[src/rtl/irc_consts.svh]
// constants for the ir transmitter interrupt counter
`ifndef IRC_CONSTS_SVH
`define IRC_CONSTS_SVH

//------------------------------------------------------------
// register byte offsets
//------------------------------------------------------------
`define IRC_OFF_FACTOR 8'hf0
`define IRC_OFF_MASK 8'hf2
`define IRC_OFF_TAU 8'hf7
`define IRC_OFF_COUNT 8'hf8

//------------------------------------------------------------
// field positions
//------------------------------------------------------------
`define IRC_BIT_FORCED 3
`define IRC_BIT_FLAG 2
`define IRC_BIT_CIRCUIT_ON 3
`define IRC_BIT_MASK 2
`define IRC_BIT_GIE 0

//------------------------------------------------------------
// reset values and divider ratios
//------------------------------------------------------------
`define IRC_RST_CIRCUIT_ON 1'b1
`define IRC_RST_MASK 1'b0
`define IRC_RST_TAU_SEL 2'h0
`define IRC_DIV_12 6'd12
`define IRC_DIV_16 6'd16
`define IRC_DIV_20 6'd20
`define IRC_DIV_32 6'd32
`define IRC_CNT_ONE 4'h1
`define IRC_DIV_ONE 6'd1

`endif

[src/rtl/irc_pkg.sv]
// types for the ir transmitter interrupt counter
package irc_pkg;
	typedef enum logic [1:0] {
		IRC_IDLE = 2'b00,
		IRC_ARMED = 2'b01,
		IRC_COUNT = 2'b10
	} irc_state_t;

	// ahb-lite request as seen by the slave
	typedef struct packed {
		logic sel;
		logic [1:0] trans;
		logic write;
		logic [2:0] size;
		logic [31:0] addr;
	} irc_ahb_req_t;
endpackage

[src/rtl/irc_top.sv]
// ir transmitter interrupt counter with ahb-lite register slave
//------------------------------------------------------------
//------------------------------------------------------------
//
// Chosen here: the AHB-Lite slave port.
`timescale 1ns/1ns
`default_nettype none
`include "irc_consts.svh"
module irc_top
	import irc_pkg::*;
(
	input wire logic CLK_SYS,
	input wire logic RESET_N,
	input wire logic CE,
	input wire logic CARRIER_TICK,
	input wire logic GLOBAL_IRQ_EN,
	input wire logic HSEL,
	input wire logic [31:0] HADDR,
	input wire logic [1:0] HTRANS,
	input wire logic HWRITE,
	input wire logic [2:0] HSIZE,
	input wire logic [31:0] HWDATA,
	input wire logic HREADY,
	output logic [31:0] HRDATA,
	output logic HREADYOUT,
	output logic HRESP,
	output logic CIRCUIT_RUN,
	output logic IRQ_REQ
);
	//------------------------------------------------------------
	// bus address phase capture
	//------------------------------------------------------------
	irc_ahb_req_t req;
	logic dph_valid, next_dph_valid;
	logic dph_write, next_dph_write;
	logic [7:0] dph_addr, next_dph_addr;
	assign req = '{sel: HSEL, trans: HTRANS, write: HWRITE,
		size: HSIZE, addr: HADDR};
	// the slave never stalls, so every transfer is one data cycle
	always_comb begin
		next_dph_valid = req.sel && req.trans[1] && HREADY;
		next_dph_write = req.write;
		next_dph_addr = req.addr[7:0];
	end

	always_ff @(posedge CLK_SYS or negedge RESET_N) begin
		if (!RESET_N) begin
			dph_valid <= 1'b0;
			dph_write <= 1'b0;
			dph_addr <= '0;
		end else if (CE) begin
			dph_valid <= next_dph_valid;
			dph_write <= next_dph_write;
			dph_addr <= next_dph_addr;
		end
	end
	assign HREADYOUT = 1'b1;
	assign HRESP = 1'b0;
	logic wr_factor, wr_mask, wr_tau, wr_count, rd_factor;
	always_comb begin
		wr_factor = 1'b0;
		wr_mask = 1'b0;
		wr_tau = 1'b0;
		wr_count = 1'b0;
		rd_factor = 1'b0;
		if (dph_valid && dph_addr == `IRC_OFF_FACTOR) begin
			wr_factor = dph_write;
			rd_factor = !dph_write;
		end else if (dph_valid && dph_addr == `IRC_OFF_MASK) begin
			wr_mask = dph_write;
		end else if (dph_valid && dph_addr == `IRC_OFF_TAU) begin
			wr_tau = dph_write;
		end else if (dph_valid && dph_addr == `IRC_OFF_COUNT) begin
			wr_count = dph_write;
		end
	end

	//------------------------------------------------------------
	// control registers
	//------------------------------------------------------------
	logic circuit_on, next_circuit_on;
	logic ir_irq_mask, next_ir_irq_mask;
	logic forced_output_ctrl, next_forced_output_ctrl;
	logic [3:0] tau_upper, next_tau_upper;
	logic [1:0] tau_sel, next_tau_sel;
	logic [3:0] irq_count_setting, next_irq_count_setting;

	// software must not hit these while running; hardware does not block
	always_comb begin
		next_circuit_on = circuit_on;
		next_ir_irq_mask = ir_irq_mask;
		next_forced_output_ctrl = forced_output_ctrl;
		next_tau_upper = tau_upper;
		next_tau_sel = tau_sel;
		next_irq_count_setting = irq_count_setting;
		if (wr_mask) begin
			next_circuit_on = HWDATA[`IRC_BIT_CIRCUIT_ON];
			next_ir_irq_mask = HWDATA[`IRC_BIT_MASK];
		end
		if (wr_factor) begin
			next_forced_output_ctrl = HWDATA[`IRC_BIT_FORCED];
		end
		if (wr_tau) begin
			next_tau_upper = HWDATA[3:0];
			next_tau_sel = HWDATA[1:0];
		end
		if (wr_count) begin
			next_irq_count_setting = HWDATA[3:0];
		end
	end

	always_ff @(posedge CLK_SYS or negedge RESET_N) begin
		if (!RESET_N) begin
			circuit_on <= `IRC_RST_CIRCUIT_ON;
			ir_irq_mask <= `IRC_RST_MASK;
			forced_output_ctrl <= 1'b0;
			tau_upper <= '0;
			tau_sel <= `IRC_RST_TAU_SEL;
			irq_count_setting <= '0;
		end else if (CE) begin
			circuit_on <= next_circuit_on;
			ir_irq_mask <= next_ir_irq_mask;
			forced_output_ctrl <= next_forced_output_ctrl;
			tau_upper <= next_tau_upper;
			tau_sel <= next_tau_sel;
			irq_count_setting <= next_irq_count_setting;
		end
	end

	//------------------------------------------------------------
	// run state: stops only on a tau boundary
	//------------------------------------------------------------
	logic run, next_run;
	logic tau_rise;
	always_comb begin
		next_run = run;
		if (circuit_on) begin
			next_run = 1'b1;
		end else if (tau_rise) begin
			next_run = 1'b0;
		end
	end

	always_ff @(posedge CLK_SYS or negedge RESET_N) begin
		if (!RESET_N) begin
			run <= `IRC_RST_CIRCUIT_ON;
		end else if (CE) begin
			run <= next_run;
		end
	end
	assign CIRCUIT_RUN = run;
	irc_tau_gen u_tau (
		.clk(CLK_SYS),
		.reset_n(RESET_N),
		.ce(CE),
		.run(run),
		.carrier_tick(CARRIER_TICK),
		.sel(tau_sel),
		.tau_rise(tau_rise)
	);

	//------------------------------------------------------------
	// interrupt counter
	//------------------------------------------------------------
	irc_state_t state, next_state;
	logic [3:0] remain, next_remain;
	logic event_pulse;

	// a zero count fires on the first tau rise, n counts n tau periods
	always_comb begin
		next_state = state;
		next_remain = remain;
		event_pulse = 1'b0;
		case (state)
			IRC_IDLE: begin
				if (wr_count) begin
					next_state = IRC_ARMED;
				end
			end
			IRC_ARMED: begin
				if (tau_rise) begin
					if (irq_count_setting == '0) begin
						event_pulse = 1'b1;
						next_state = IRC_IDLE;
					end else begin
						next_remain = irq_count_setting;
						next_state = IRC_COUNT;
					end
				end
			end
			IRC_COUNT: begin
				if (tau_rise) begin
					if (remain == `IRC_CNT_ONE) begin
						event_pulse = 1'b1;
						next_state = IRC_IDLE;
					end else begin
						next_remain = remain - `IRC_CNT_ONE;
					end
				end
			end
			default: next_state = IRC_IDLE;
		endcase
		// a rewrite restarts the wait for the next tau rise
		if (wr_count) begin
			next_state = IRC_ARMED;
		end
		if (!run) begin
			next_state = IRC_IDLE;
		end
	end

	always_ff @(posedge CLK_SYS or negedge RESET_N) begin
		if (!RESET_N) begin
			state <= IRC_IDLE;
			remain <= '0;
		end else if (CE) begin
			state <= next_state;
			remain <= next_remain;
		end
	end

	//------------------------------------------------------------
	// factor flag and request
	//------------------------------------------------------------
	logic ir_irq_factor_flag, next_ir_irq_factor_flag;
	// set beats read clear so a coincident event is kept
	always_comb begin
		next_ir_irq_factor_flag = ir_irq_factor_flag;
		if (event_pulse) begin
			next_ir_irq_factor_flag = 1'b1;
		end else if (rd_factor) begin
			next_ir_irq_factor_flag = 1'b0;
		end
	end

	// flag resets to 0 here; software must still treat it as unknown
	always_ff @(posedge CLK_SYS or negedge RESET_N) begin
		if (!RESET_N) begin
			ir_irq_factor_flag <= 1'b0;
		end else if (CE) begin
			ir_irq_factor_flag <= next_ir_irq_factor_flag;
		end
	end

	assign IRQ_REQ = ir_irq_factor_flag && ir_irq_mask
		&& GLOBAL_IRQ_EN;
	//------------------------------------------------------------
	// read data
	//------------------------------------------------------------
	logic [31:0] next_hrdata;
	always_comb begin
		next_hrdata = '0;
		if (next_dph_valid && !req.write) begin
			if (req.addr[7:0] == `IRC_OFF_FACTOR) begin
				next_hrdata[`IRC_BIT_FORCED] = forced_output_ctrl;
				next_hrdata[`IRC_BIT_FLAG] = next_ir_irq_factor_flag;
			end else if (req.addr[7:0] == `IRC_OFF_MASK) begin
				next_hrdata[`IRC_BIT_CIRCUIT_ON] = next_circuit_on;
				next_hrdata[`IRC_BIT_MASK] = next_ir_irq_mask;
				next_hrdata[`IRC_BIT_GIE] = run;
			end else if (req.addr[7:0] == `IRC_OFF_TAU) begin
				next_hrdata[3:0] = next_tau_upper;
			end
		end
	end

	always_ff @(posedge CLK_SYS or negedge RESET_N) begin
		if (!RESET_N) begin
			HRDATA <= '0;
		end else if (CE) begin
			HRDATA <= next_hrdata;
		end
	end
endmodule
`default_nettype wire

[src/rtl/irc_tau_gen.sv]
// tau reference generator: divides the carrier tick by 12/16/20/32
`timescale 1ns/1ns
`default_nettype none
`include "irc_consts.svh"
module irc_tau_gen
	import irc_pkg::*;
(
	input wire logic clk,
	input wire logic reset_n,
	input wire logic ce,
	input wire logic run,
	input wire logic carrier_tick,
	input wire logic [1:0] sel,
	output logic tau_rise
);
	logic [5:0] cnt;
	logic [5:0] next_cnt;
	logic [5:0] ratio;
	logic next_tau_rise;

	// ratio lookup and count; a stopped circuit holds the count at zero
	always_comb begin
		case (sel)
			2'h0: ratio = `IRC_DIV_12;
			2'h1: ratio = `IRC_DIV_16;
			2'h2: ratio = `IRC_DIV_20;
			default: ratio = `IRC_DIV_32;
		endcase
		next_cnt = cnt;
		next_tau_rise = 1'b0;
		if (!run) begin
			next_cnt = '0;
		end else if (carrier_tick) begin
			if (cnt >= ratio - `IRC_DIV_ONE) begin
				next_cnt = '0;
				next_tau_rise = 1'b1;
			end else begin
				next_cnt = cnt + `IRC_DIV_ONE;
			end
		end
	end

	// registers
	always_ff @(posedge clk or negedge reset_n) begin
		if (!reset_n) begin
			cnt <= '0;
			tau_rise <= 1'b0;
		end else if (ce) begin
			cnt <= next_cnt;
			tau_rise <= next_tau_rise;
		end
	end
endmodule
`default_nettype wire

[config.mk]
export PLATFORM = sky130hd
export DESIGN_NAME = irc_top
export DESIGN_NICKNAME = d
export VERILOG_FILES = /design/src/rtl/irc_pkg.sv /design/src/rtl/irc_top.sv /design/src/rtl/irc_tau_gen.sv
export VERILOG_INCLUDE_DIRS = /design/src /design/src/rtl
export SDC_FILE = /design/constraint.sdc
export NUM_CORES = 1
export LEC_CHECK = 0
export BUFFER_PORTS_ARGS = -buffer_cell sky130_fd_sc_hd__buf_2
export CAP_MARGIN = 20
export CORE_ASPECT_RATIO = 0.7
export CORE_UTILIZATION = 40
export CTS_CLUSTER_DIAMETER = 80
export CTS_CLUSTER_SIZE = 25
export DETAILED_ROUTE_END_ITERATION = 8
export GPL_TIMING_DRIVEN = 0
export PLACE_DENSITY = 0.7
export SYNTH_ARGS = -nofsm -noshare
export SYNTH_HDL_FRONTEND = slang
export SYNTH_SLANG_ARGS = --single-unit
[constraint.sdc]
create_clock -name CLK_SYS -period 3.7 [get_ports CLK_SYS]
set_input_delay 0.74 -clock CLK_SYS [delete_from_list [all_inputs] [get_ports CLK_SYS]]
set_output_delay 0.74 -clock CLK_SYS [all_outputs]
set_load 0.02 [all_outputs]
==> metrics, run 1 <==
vias per cell=roughly 4.8; gr usage total=0.1729; most frequent cells in the layout=dfrtp_1, buf_4, conb_1; RSZ-0062 raised after global routing=false; crit-path max FO=7; synthesized instance count=around 240; number of port buffers=26; Avg Inst Size Synth=10.33 um^2; largest area contributor in the netlist=dfrtp_1; sequential share of power=0.480; crit path DAT=2350 ps; Leak=1.378 nW; number of synthesized flops with an enable pin=0; Most used DFF post-synth=dfrtp_1; antenna violations before repair=0; Pre-antenna DRT Iters=4; grt ovf=0; Final HPWL DP=3777 um; top sig layer=met4; Post-layout nets=382; CTS tree=yes; I/O pin count=113; antenna viol nets, final=0; wire length on met1=2615 um; DIE AREA=6392 um^2; post-synth top area share=0.4122; Max IR drop VDD=285.9 uV; Async S/R FF share, synth=1.000; fillcell total=546; fraction of layout cells with a size suffix above 1=0.3131; post-cts resize count=0; final wirelength=4884 um; antenna cell count=0; Yosys cell types=46; Int Power=about 0.82 mW; worst skew pair latency=290 ps; synth top area cells=dfrtp_1, mux2_2, buf_4, ha_1, o21ai_0; die height=67.19 um; status=completed; RR Startpoint=u_tau.cnt[2]$_DFFE_PN0P_; power per cell area=412.8 nW/um^2; Fmax=roughly 450 MHz; number of remaining DRC errors=0; post-synthesis cell area=2429 um^2; Final Util=0.4951; Setup Viol. Count Final=0; initial drt markers=102; crit path from=u_tau.cnt[2]$_DFFE_PN0P_; critical path class=flop to flop; vias in the first global route=1641; total CTS buffers=5; Comb pwr share=0.221; HP Class=flop to flop; Worst Clk Skew=8.164 ps; switching share of power=0.3054; met3 routed WL=about 240 um; CTS Buffer Depth=2; area of the multi-input gates=1195 um^2; CTS clk-pin slew, worst paths=~70 ps; Hold Startpoint=HRDATA[1]$_DFFE_PN0P_; commonest non-fill, non-tap cell in the layout=dfrtp_1; met2 wire length=about 2000 um; type of origin of the critical path=flop; FF+latch count, synth=42; Sink Count=42; clock share of power=0.299; Slew headroom=0.3704; core region area=between 5000 and 6000 um^2; Final Critical Period=2202 ps; period utilization=0.5951; Avg WL per Cell=13.13 um; slew at the pin closest to its max-slew limit=about 940 ps; net switching power=~0.36 mW; Setup Fix Bufs, Post-CTS=0; Initial Util=0.4199; FF+latch area=around 1100 um^2; row count=23; register area share after synthesis=0.4338; Worst setup EP type=flop; WP data required=3850 ps; hold_buf cts=0; H-tree depth=2; Die W=95.13 um; first-pass GRT wire length=about 8200 um; largest net degree at the start of global routing=43; setup_tns=0 ps; GP Congestion=about 0.87; endpoints failing hold=0; max-cap check violation count=0; vias=1800; Final Max Tran Viols=0; clock root cell=clkbuf_8; Yosys warnings=0; area grow syn2layout=17.93%
[worst max-delay path, stage by stage, from the launching register on]
cell      delay (ps)
dfrtp_1          460
ha_1             320
a211oi_1         210
o21ai_0          230
nor2_1           320
nand2_1          150
o311ai_0         390
[power by group through the flow]
stage / clock, mW / sequential (mW) / combinational, mW
2_1_floorplan: 0 / 0.566 / 0.186
3_3_place_gp: 0 / 0.572 / 0.253
3_5_place_dp: 0 / 0.576 / 0.259
4_1_cts: 0.363 / 0.566 / 0.263
5_1_grt: 0.387 / 0.576 / 0.294
6_report: 0.354 / 0.567 / 0.261
[synthesized netlist by cell type (3+ instances only)]
library cell,number
ha_1,9
dfrtp_1,40
nor3_1,4
nand3_1,6
nand4b_1,4
mux2i_1,4
nand2_1,21
o22ai_1,3
inv_1,11
o21ai_0,16
mux2_2,22
a21oi_1,4
buf_4,30
nand4_1,4
clkbuf_1,4
nor2_1,9
[per-layer routing]
layer	GRT usage	vias to the layer above
met5	0	-
met4	0.05114	0
met3	0.03716	4
met2	0.2482	48
met1	0.2587	835
li1	-	913
[layout make-up]
| class | instances | share of cell area |
|---|---|---|
| Clock inverter | 1 | 0.01048 |
| Clock buffer | 7 | 0.02665 |
| Buffer | 34 | 0.08388 |
| Multi-Input combinational cell | 175 | 0.4172 |
| Sequential cell | 42 | 0.3678 |
| Tap cell | 75 | 0.03277 |
| Inverter | 12 | 0.01573 |
| Timing Repair Buffer | 26 | 0.04543 |
[flip-flops by register name, summed over array words and instances (netlist names)]
register            count
circuit_on              1
dph_addr                8
state                   2
forced_output_ctrl      1
dph_write               1
tau_sel                 2
tau_upper               4
remain                  4
irq_count_setting       4
dph_valid               1
CIRCUIT_RUN             1
HRDATA                  4
ir_irq_mask             1
ir_irq_factor_flag      1
u_tau.tau_rise          1
u_tau.cnt               6
[stage by stage]
| step | total power [mW] | instance area, um^2 | hold WS (ps) | instances | setup WS, ps |
|---|---|---|---|---|---|
| 6_report | 1.182 | 2864 | 509.4 | 372 | 1498 |
| 5_1_grt | 1.257 | 2864 | 519.9 | 372 | 1358 |
| 4_1_cts | 1.192 | 2864 | 512.4 | 372 | 1476 |
| 3_5_place_dp | 0.8347 | 2758 | 492.1 | 364 | 1347 |
| 3_3_place_gp | 0.8252 | 2758 | 486.4 | 364 | 1350 |
| 2_1_floorplan | 0.7519 | 2534 | 444.4 | 263 | 1735 |
[logic make-up (layout without fill, tap and decap cells)]
logic type | Yosys count | in the layout | synth area share
compound gates | 42 | 42 | 0.1175
xor+xnor | 1 | 1 | 0.003607
fa+ha+maj | 9 | 9 | 0.04637
buf+inv | 46 | 80 | 0.1175
flops | 42 | 42 | 0.4338
mux | 28 | 28 | 0.1309
other cells | 2 | 30 | 0.003092
simple gates | 65 | 65 | 0.1473
[worst paths after layout]
kind	cells past startpoint	to	slack [ps]
max	6	u_tau.cnt[3]$_DFFE_PN0P_	1500
min in group asynchronous	1	remain[2]$_DFFE_PN0P_	590
min reg2reg	1	HRDATA[1]$_DFFE_PN0P_	510
max in group asynchronous	1	dph_write$_DFFE_PN0P_	2520
max reg2reg	6	u_tau.cnt[3]$_DFFE_PN0P_	1500
min	1	HRDATA[1]$_DFFE_PN0P_	510
Note: power is estimated with default switching activity, not from simulation.
==> run 2: changes to the inputs <==
==> constraint.sdc (replaced) <==
create_clock -name CLK_SYS -period 2.1 [get_ports CLK_SYS]
set_input_delay 0.42 -clock CLK_SYS [delete_from_list [all_inputs] [get_ports CLK_SYS]]
set_output_delay 0.42 -clock CLK_SYS [all_outputs]
set_load 0.02 [all_outputs]
==> metrics, run 2 (same netlist as run 1, synthesis figures left out) <==
Comb pwr share=0.225 (was 0.221); number of remaining DRC errors=0 (unchanged); Final HPWL DP=3777 um (unchanged); antenna violations before repair=0 (unchanged); area grow syn2layout=18.13% (was 17.93%); Slew headroom=0.3712 (was 0.3704); worst skew pair latency=290 ps (about the same); H-tree depth=2 (unchanged); core region area=5784 um^2 (unchanged); type of origin of the critical path=flop (unchanged); gr usage total=0.1729 (unchanged); critical path class=flop to flop (unchanged); Avg WL per Cell=13.17 um (was 13.13 um); max-cap check violation count=0 (unchanged); sequential share of power=0.477 (was 0.480); post-route cell area=2869 um^2 (was 2864 um^2); final std cells w/o fill=371 (was 372); Die W=95.13 um (unchanged); Initial Util=0.4199 (unchanged); total CTS buffers=5 (unchanged); Largest Register=dph_addr (unchanged); CTS Buffer Depth=2 (unchanged); crit path DAT=2150 ps (was 2350 ps); clock share of power=0.298 (was 0.299); first-pass GRT wire length=8217 um (unchanged); I/O pin count=113 (unchanged); max FFs per register=8 (unchanged); CTS tree=yes (unchanged); number of port buffers=26 (unchanged); initial drt markers=90 (was 102); status=completed (unchanged); DIE AREA=6392 um^2 (unchanged); crit-path max FO=7 (unchanged); largest registers=dph_addr (8), u_tau.cnt (6) (unchanged); grt ovf=0 (unchanged); Leak=1.377 nW (was 1.378 nW); RR Startpoint=u_tau.cnt[2]$_DFFE_PN0P_ (unchanged); Final Max Tran Viols=0 (unchanged); fillcell total=545 (was 546); Worst setup EP type=flop (unchanged); RSZ-0062 raised after global routing=false (unchanged); vias per cell=4.844 (was 4.839); CTS clk-pin slew, worst paths=80 ps (was 70 ps); power per cell area=729.5 nW/um^2 (was 412.8 nW/um^2); period utilization=0.9393 (was 0.5951); net switching power=0.6418 mW (was 0.3611 mW); commonest non-fill, non-tap cell in the layout=dfrtp_1 (unchanged); fraction of layout cells with a size suffix above 1=0.3209 (was 0.3131); Setup Viol. Count Final=0 (unchanged); slew at the pin closest to its max-slew limit=943.2 ps (was 944.4 ps); GP Congestion=0.8711 (unchanged); clock root cell=clkbuf_8 (unchanged); Final Critical Period=1973 ps (was 2202 ps); Worst Clk Skew=8.730 ps (was 8.164 ps); switching share of power=0.3066 (was 0.3054); vias=1797 (was 1800); setup_tns=0 ps (unchanged); row count=23 (unchanged); Hold Slack=272.9 ps (was 509.4 ps); endpoints failing hold=0 (unchanged); final wirelength=4887 um (was 4884 um); Post-layout nets=381 (was 382); Fmax=506.9 MHz (was 454.2 MHz); Sink Count=42 (unchanged); crit path from=u_tau.cnt[2]$_DFFE_PN0P_ (unchanged); Max IR drop VDD=503.4 uV (was 285.9 uV); WP data required=2270 ps (was 3850 ps); largest net degree at the start of global routing=43 (unchanged); most frequent cells in the layout=dfrtp_1, buf_4, conb_1 (unchanged); vias in the first global route=1646 (was 1641); Int Power=1.451 mW (was 0.8211 mW); Pre-antenna DRT Iters=4 (unchanged); die height=67.19 um (unchanged); antenna viol nets, final=0 (unchanged); HP Class=primary input to async pin (was flop to flop); area of placed instances=2758 um^2 (unchanged); # placed instances=364 (unchanged); antenna cell count=0 (unchanged)
[run 2: critical path: stages, from the launching register on]
cell and delay [ps]:
dfrtp_1 460, ha_1 320, a211oi_1 220, o21ai_1 180, nor2_2 230, nand2_1 130, o311ai_1 310
[run 2: layer usage]
layer  vias up  global-route usage  routed length [um]
li1        911                   -                   -
met1       840              0.2587                2616
met2        42              0.2482                2001
met3         4             0.03716                 237
met4         0             0.05114                  31
met5         -                   0                   0
[run 2: what timing repair did]
| action | 4_1_cts | 5_1_grt |
|---|---|---|
| cloned | 0 | 0 |
| endpoints found under the setup margin | 1 | 8 |
| setup buffers | 0 | 0 |
| hold buffers | 0 | 0 |
| resized for setup | 2 | 3 |
[run 2: worst paths after layout]
kind | end | depth (start not counted) | slack (ps)
max | u_tau.cnt[3]$_DFFE_PN0P_ | 6 | 130
min | remain[2]$_DFFE_PN0P_ | 1 | 270
max reg2reg | u_tau.cnt[3]$_DFFE_PN0P_ | 6 | 130
min reg2reg | tau_upper[2]$_DFFE_PN0P_ | 1 | 510
max in group asynchronous | dph_addr[3]$_DFFE_PN0P_ | 1 | 1240
min in group CLK_SYS | dph_addr[3]$_DFFE_PN0P_ | 3 | 360
[run 2: final cells by class]
cell class	count	area, um^2	area share
buffer	33	236.5	0.08242
clock buffer	7	76.32	0.02660
clock inverter	1	30.03	0.01047
inverter	12	45.04	0.01570
multi-input combinational	175	1204	0.4195
sequential	42	1054	0.3672
tap	75	93.84	0.03271
timing repair buffer	26	130.1	0.04536
[run 2: metrics by stage]
stage	total power, mW	utilization	setup slack (ps)
floorplan	1.325	-	318.2
global placement	1.454	0.4767	14.00
detailed placement	1.471	0.4767	-50.05
CTS	2.107	0.4956	43.17
global route	2.226	0.4960	20.07
finish	2.093	0.4960	127.4
[run 2: power groups by stage]
stage	logic, mW	registers, mW	clock network [mW]
3_5_place_dp	0.457	1.01	0
4_1_cts	0.470	0.998	0.640
2_1_floorplan	0.327	0.998	0
6_report	0.470	0.999	0.624
5_1_grt	0.529	1.01	0.682
3_3_place_gp	0.446	1.01	0
==> run 3: changes to the inputs <==
--- a/config.mk
+++ b/config.mk
@@ -14,7 +14,8 @@
 export CTS_CLUSTER_SIZE = 25
 export DETAILED_ROUTE_END_ITERATION = 8
 export GPL_TIMING_DRIVEN = 0
-export PLACE_DENSITY = 0.7
+export PLACE_DENSITY = 0.69
 export SYNTH_ARGS = -nofsm -noshare
 export SYNTH_HDL_FRONTEND = slang
+export SYNTH_HIERARCHICAL = 1
 export SYNTH_SLANG_ARGS = --single-unit
==> metrics, run 3 <==
CTS Buffer Depth=2 (unchanged); Most used DFF post-synth=dfrtp_1 (unchanged); Synth Area in XOR/XNOR=0 (was 0.003606); GP Congestion=0.8099 (was 0.8711); total power=1.657 mW (was 2.093 mW); number of port buffers=26 (unchanged); endpoints failing hold=0 (unchanged); critical path buffer and inverter count=1 (was 0); Max IR drop VDD=274.0 uV (was 503.4 uV); R2R depth=7 (was 6); most frequent cells after synthesis=dfrtp_1, buf_4, mux2_2 (unchanged); Avg Inst Size Synth=10.65 um^2 (was 10.33 um^2); period utilization=0.9113 (was 0.9393); antenna cell count=0 (unchanged); fillcell total=554 (was 545); grt ovf=0 (unchanged); most frequent cell after synthesis=dfrtp_1 (unchanged); CTS tree=yes (unchanged); initial drt markers=88 (was 90); antenna viol nets, final=0 (unchanged); Yosys cell types=55 (was 46); Slowest-stage cell, CP=dfrtp_1 (unchanged); Final Max Tran Viols=0 (unchanged); vias=1828 (was 1797); Sink Count=42 (unchanged); largest net degree at the start of global routing=43 (unchanged); most frequent cells in the layout=dfrtp_1, buf_4, conb_1 (unchanged); top sig layer=met4 (unchanged); vias per cell=4.862 (was 4.844); number of remaining DRC errors=0 (unchanged); crit-path max FO=3 (was 7); clock root cell=clkbuf_8 (unchanged); setup_tns=0 ps (unchanged); Final HPWL DP=3843 um (was 3777 um); antenna violations before repair=0 (unchanged); met2 wire length=2272 um (was 2001 um); I/O pin count=113 (unchanged); DIE AREA=6694 um^2 (was 6392 um^2); vias in the first global route=1692 (was 1646); synth top area cells=dfrtp_1, buf_4, mux2_2, ha_1, mux2_1 (was dfrtp_1, mux2_2, buf_4, ha_1, o21ai_0); Largest Register=dph_addr (unchanged); row count=23 (unchanged); HP Class=primary input to async pin (unchanged); number of synthesized flops with an enable pin=0 (unchanged); Die W=97.36 um (was 95.13 um); max-cap check violation count=0 (unchanged); RSZ-0062 raised after global routing=false (unchanged); Pre-antenna DRT Iters=4 (unchanged); main combinational cell family by area after synthesis=simple AND/OR/NAND/NOR gates (unchanged); Slew headroom=0.3667 (was 0.3712); gr usage total=0.1597 (was 0.1729); Setup Viol. Count Final=0 (unchanged); FF+latch count, synth=42 (unchanged); final wirelength=5132 um (was 4887 um); CTS clk-pin slew, worst paths=80 ps (about the same); Avg WL per Cell=13.65 um (was 13.17 um); met3 routed WL=221 um (was 237 um); critical path class=flop to flop (unchanged); Final Util=0.5013 (was 0.4960); H-tree depth=2 (unchanged); synthesized instance count=239 (was 235); power per cell area=557.6 nW/um^2 (was 729.5 nW/um^2); Post-layout nets=386 (was 381); fraction of layout cells with a size suffix above 1=0.3389 (was 0.3209); Setup Fix Bufs, Post-CTS=0 (unchanged); Post-Synth Adder-Cell Area=0.04423 (was 0.04637); simple-gate area share of the yosys netlist=0.1607 (was 0.1473); Worst Clk Skew=7.680 ps (was 8.730 ps); largest delay contributor family on the critical path=compound AO/OA/AOI/OAI gates (unchanged); multiplexer share of the synthesized area=0.1425 (was 0.1309); max FFs per register=8 (unchanged); Leak=1.506 nW (was 1.377 nW); Initial Util=0.4295 (was 0.4199); commonest non-fill, non-tap cell in the layout=dfrtp_1 (unchanged); hold_buf cts=0 (unchanged); R2R setup slack=190 ps (was 130 ps); die height=68.75 um (was 67.19 um); post-synth top area share=0.3931 (was 0.4122); Fmax=522.6 MHz (was 506.9 MHz); largest area contributor in the netlist=dfrtp_1 (unchanged); status=completed (unchanged); wire length on met1=2626 um (was 2616 um); largest registers=dph_addr (8), u_tau/cnt (6) (was dph_addr (8), u_tau.cnt (6)); Yosys warnings=6 (was 0); Critical Path Max Stage Delay=380 ps (was 460 ps); slew at the pin closest to its max-slew limit=949.9 ps (was 943.2 ps); total CTS buffers=5 (unchanged); worst skew pair latency=300 ps (was 290 ps); post-synthesis cell area=2546 um^2 (was 2429 um^2); Worst setup EP type=flop (unchanged); area grow syn2layout=16.71% (was 18.13%); WP data required=2330 ps (was 2270 ps); post-route cell area=2972 um^2 (was 2869 um^2); Async S/R FF share, synth=1.000 (unchanged); crit path DAT=2140 ps (was 2150 ps); type of origin of the critical path=flop (unchanged); Critical Path, Cell by Cell=inv_1 -> ha_1 -> nor3b_1 -> nand4_1 -> a311oi_1 -> o21a_1 -> a2bb2oi_2 (was ha_1 -> a211oi_1 -> o21ai_1 -> nor2_2 -> nand2_1 -> o311ai_1); Synth Area in Compound Gates=0.1160 (was 0.1175); first-pass GRT wire length=8342 um (was 8217 um); core region area=5928 um^2 (was 5784 um^2); Hold Slack=269.2 ps (was 272.9 ps); Final Critical Period=1914 ps (was 1973 ps); Critical Path Stages=7 (was 6); area of placed instances=2875 um^2 (was 2758 um^2); post-cts resize count=0 (was 2); register area share after synthesis=0.4138 (was 0.4338)
-- run 3: per-stage QoR --
| stage | std cells | worst slack (ps) |
|---|---|---|
| after floorplan | 267 | 514.4 |
| after global placement | 368 | 203.9 |
| after detailed placement | 368 | 184.7 |
| after CTS | 376 | 149.9 |
| after global routing | 376 | 19.58 |
| final | 376 | 186.4 |
-- run 3: area by class of cell --
| class | instances | area [um^2] | area share |
|---|---|---|---|
| plain buffers | 35 | 250.2 | 0.08421 |
| clock buffers | 6 | 82.58 | 0.02779 |
| clock inverters | 2 | 12.51 | 0.004211 |
| inverters | 15 | 56.30 | 0.01895 |
| multi-input cells | 175 | 1292 | 0.4349 |
| flip-flops and latches | 42 | 1054 | 0.3545 |
| well taps | 75 | 93.84 | 0.03158 |
| repair buffers | 26 | 130.1 | 0.04379 |
-- run 3: power by group --
group / switching [mW] / leakage, nW / internal [mW]
registers: 0.0318 / 0.554 / 0.836
logic: 0.137 / 0.905 / 0.0960
clock network: 0.292 / 0.0472 / 0.265
total: 0.461 / 1.51 / 1.20
-- run 3: final timing paths --
check	start	endpoint
setup / recovery	remain[1]$_DFFE_PN0P_	HRDATA[2]$_DFFE_PN0P_
hold / removal	RESET_N	dph_valid$_DFFE_PN0P_
setup reg to reg	remain[1]$_DFFE_PN0P_	HRDATA[2]$_DFFE_PN0P_
hold reg to reg	tau_upper[0]$_DFFE_PN0P_	tau_upper[0]$_DFFE_PN0P_
max in group asynchronous	RESET_N	irq_count_setting[3]$_DFFE_PN0P_
min in group CLK_SYS	CE	u_tau/tau_rise$_DFFE_PN0P_
-- run 3: logic make-up after synthesis --
kind of cell | after synthesis
compound gates | 40
fa+ha+maj | 9
buf+inv | 50
flops | 42
mux | 33
other cells | 2
simple gates | 63
-- run 3: layer usage --
| layer | vias up | track usage |
|---|---|---|
| met5 | - | 0 |
| met4 | 0 | 0.04044 |
| met3 | 2 | 0.03528 |
| met2 | 51 | 0.2439 |
| met1 | 853 | 0.2307 |
| li1 | 922 | - |
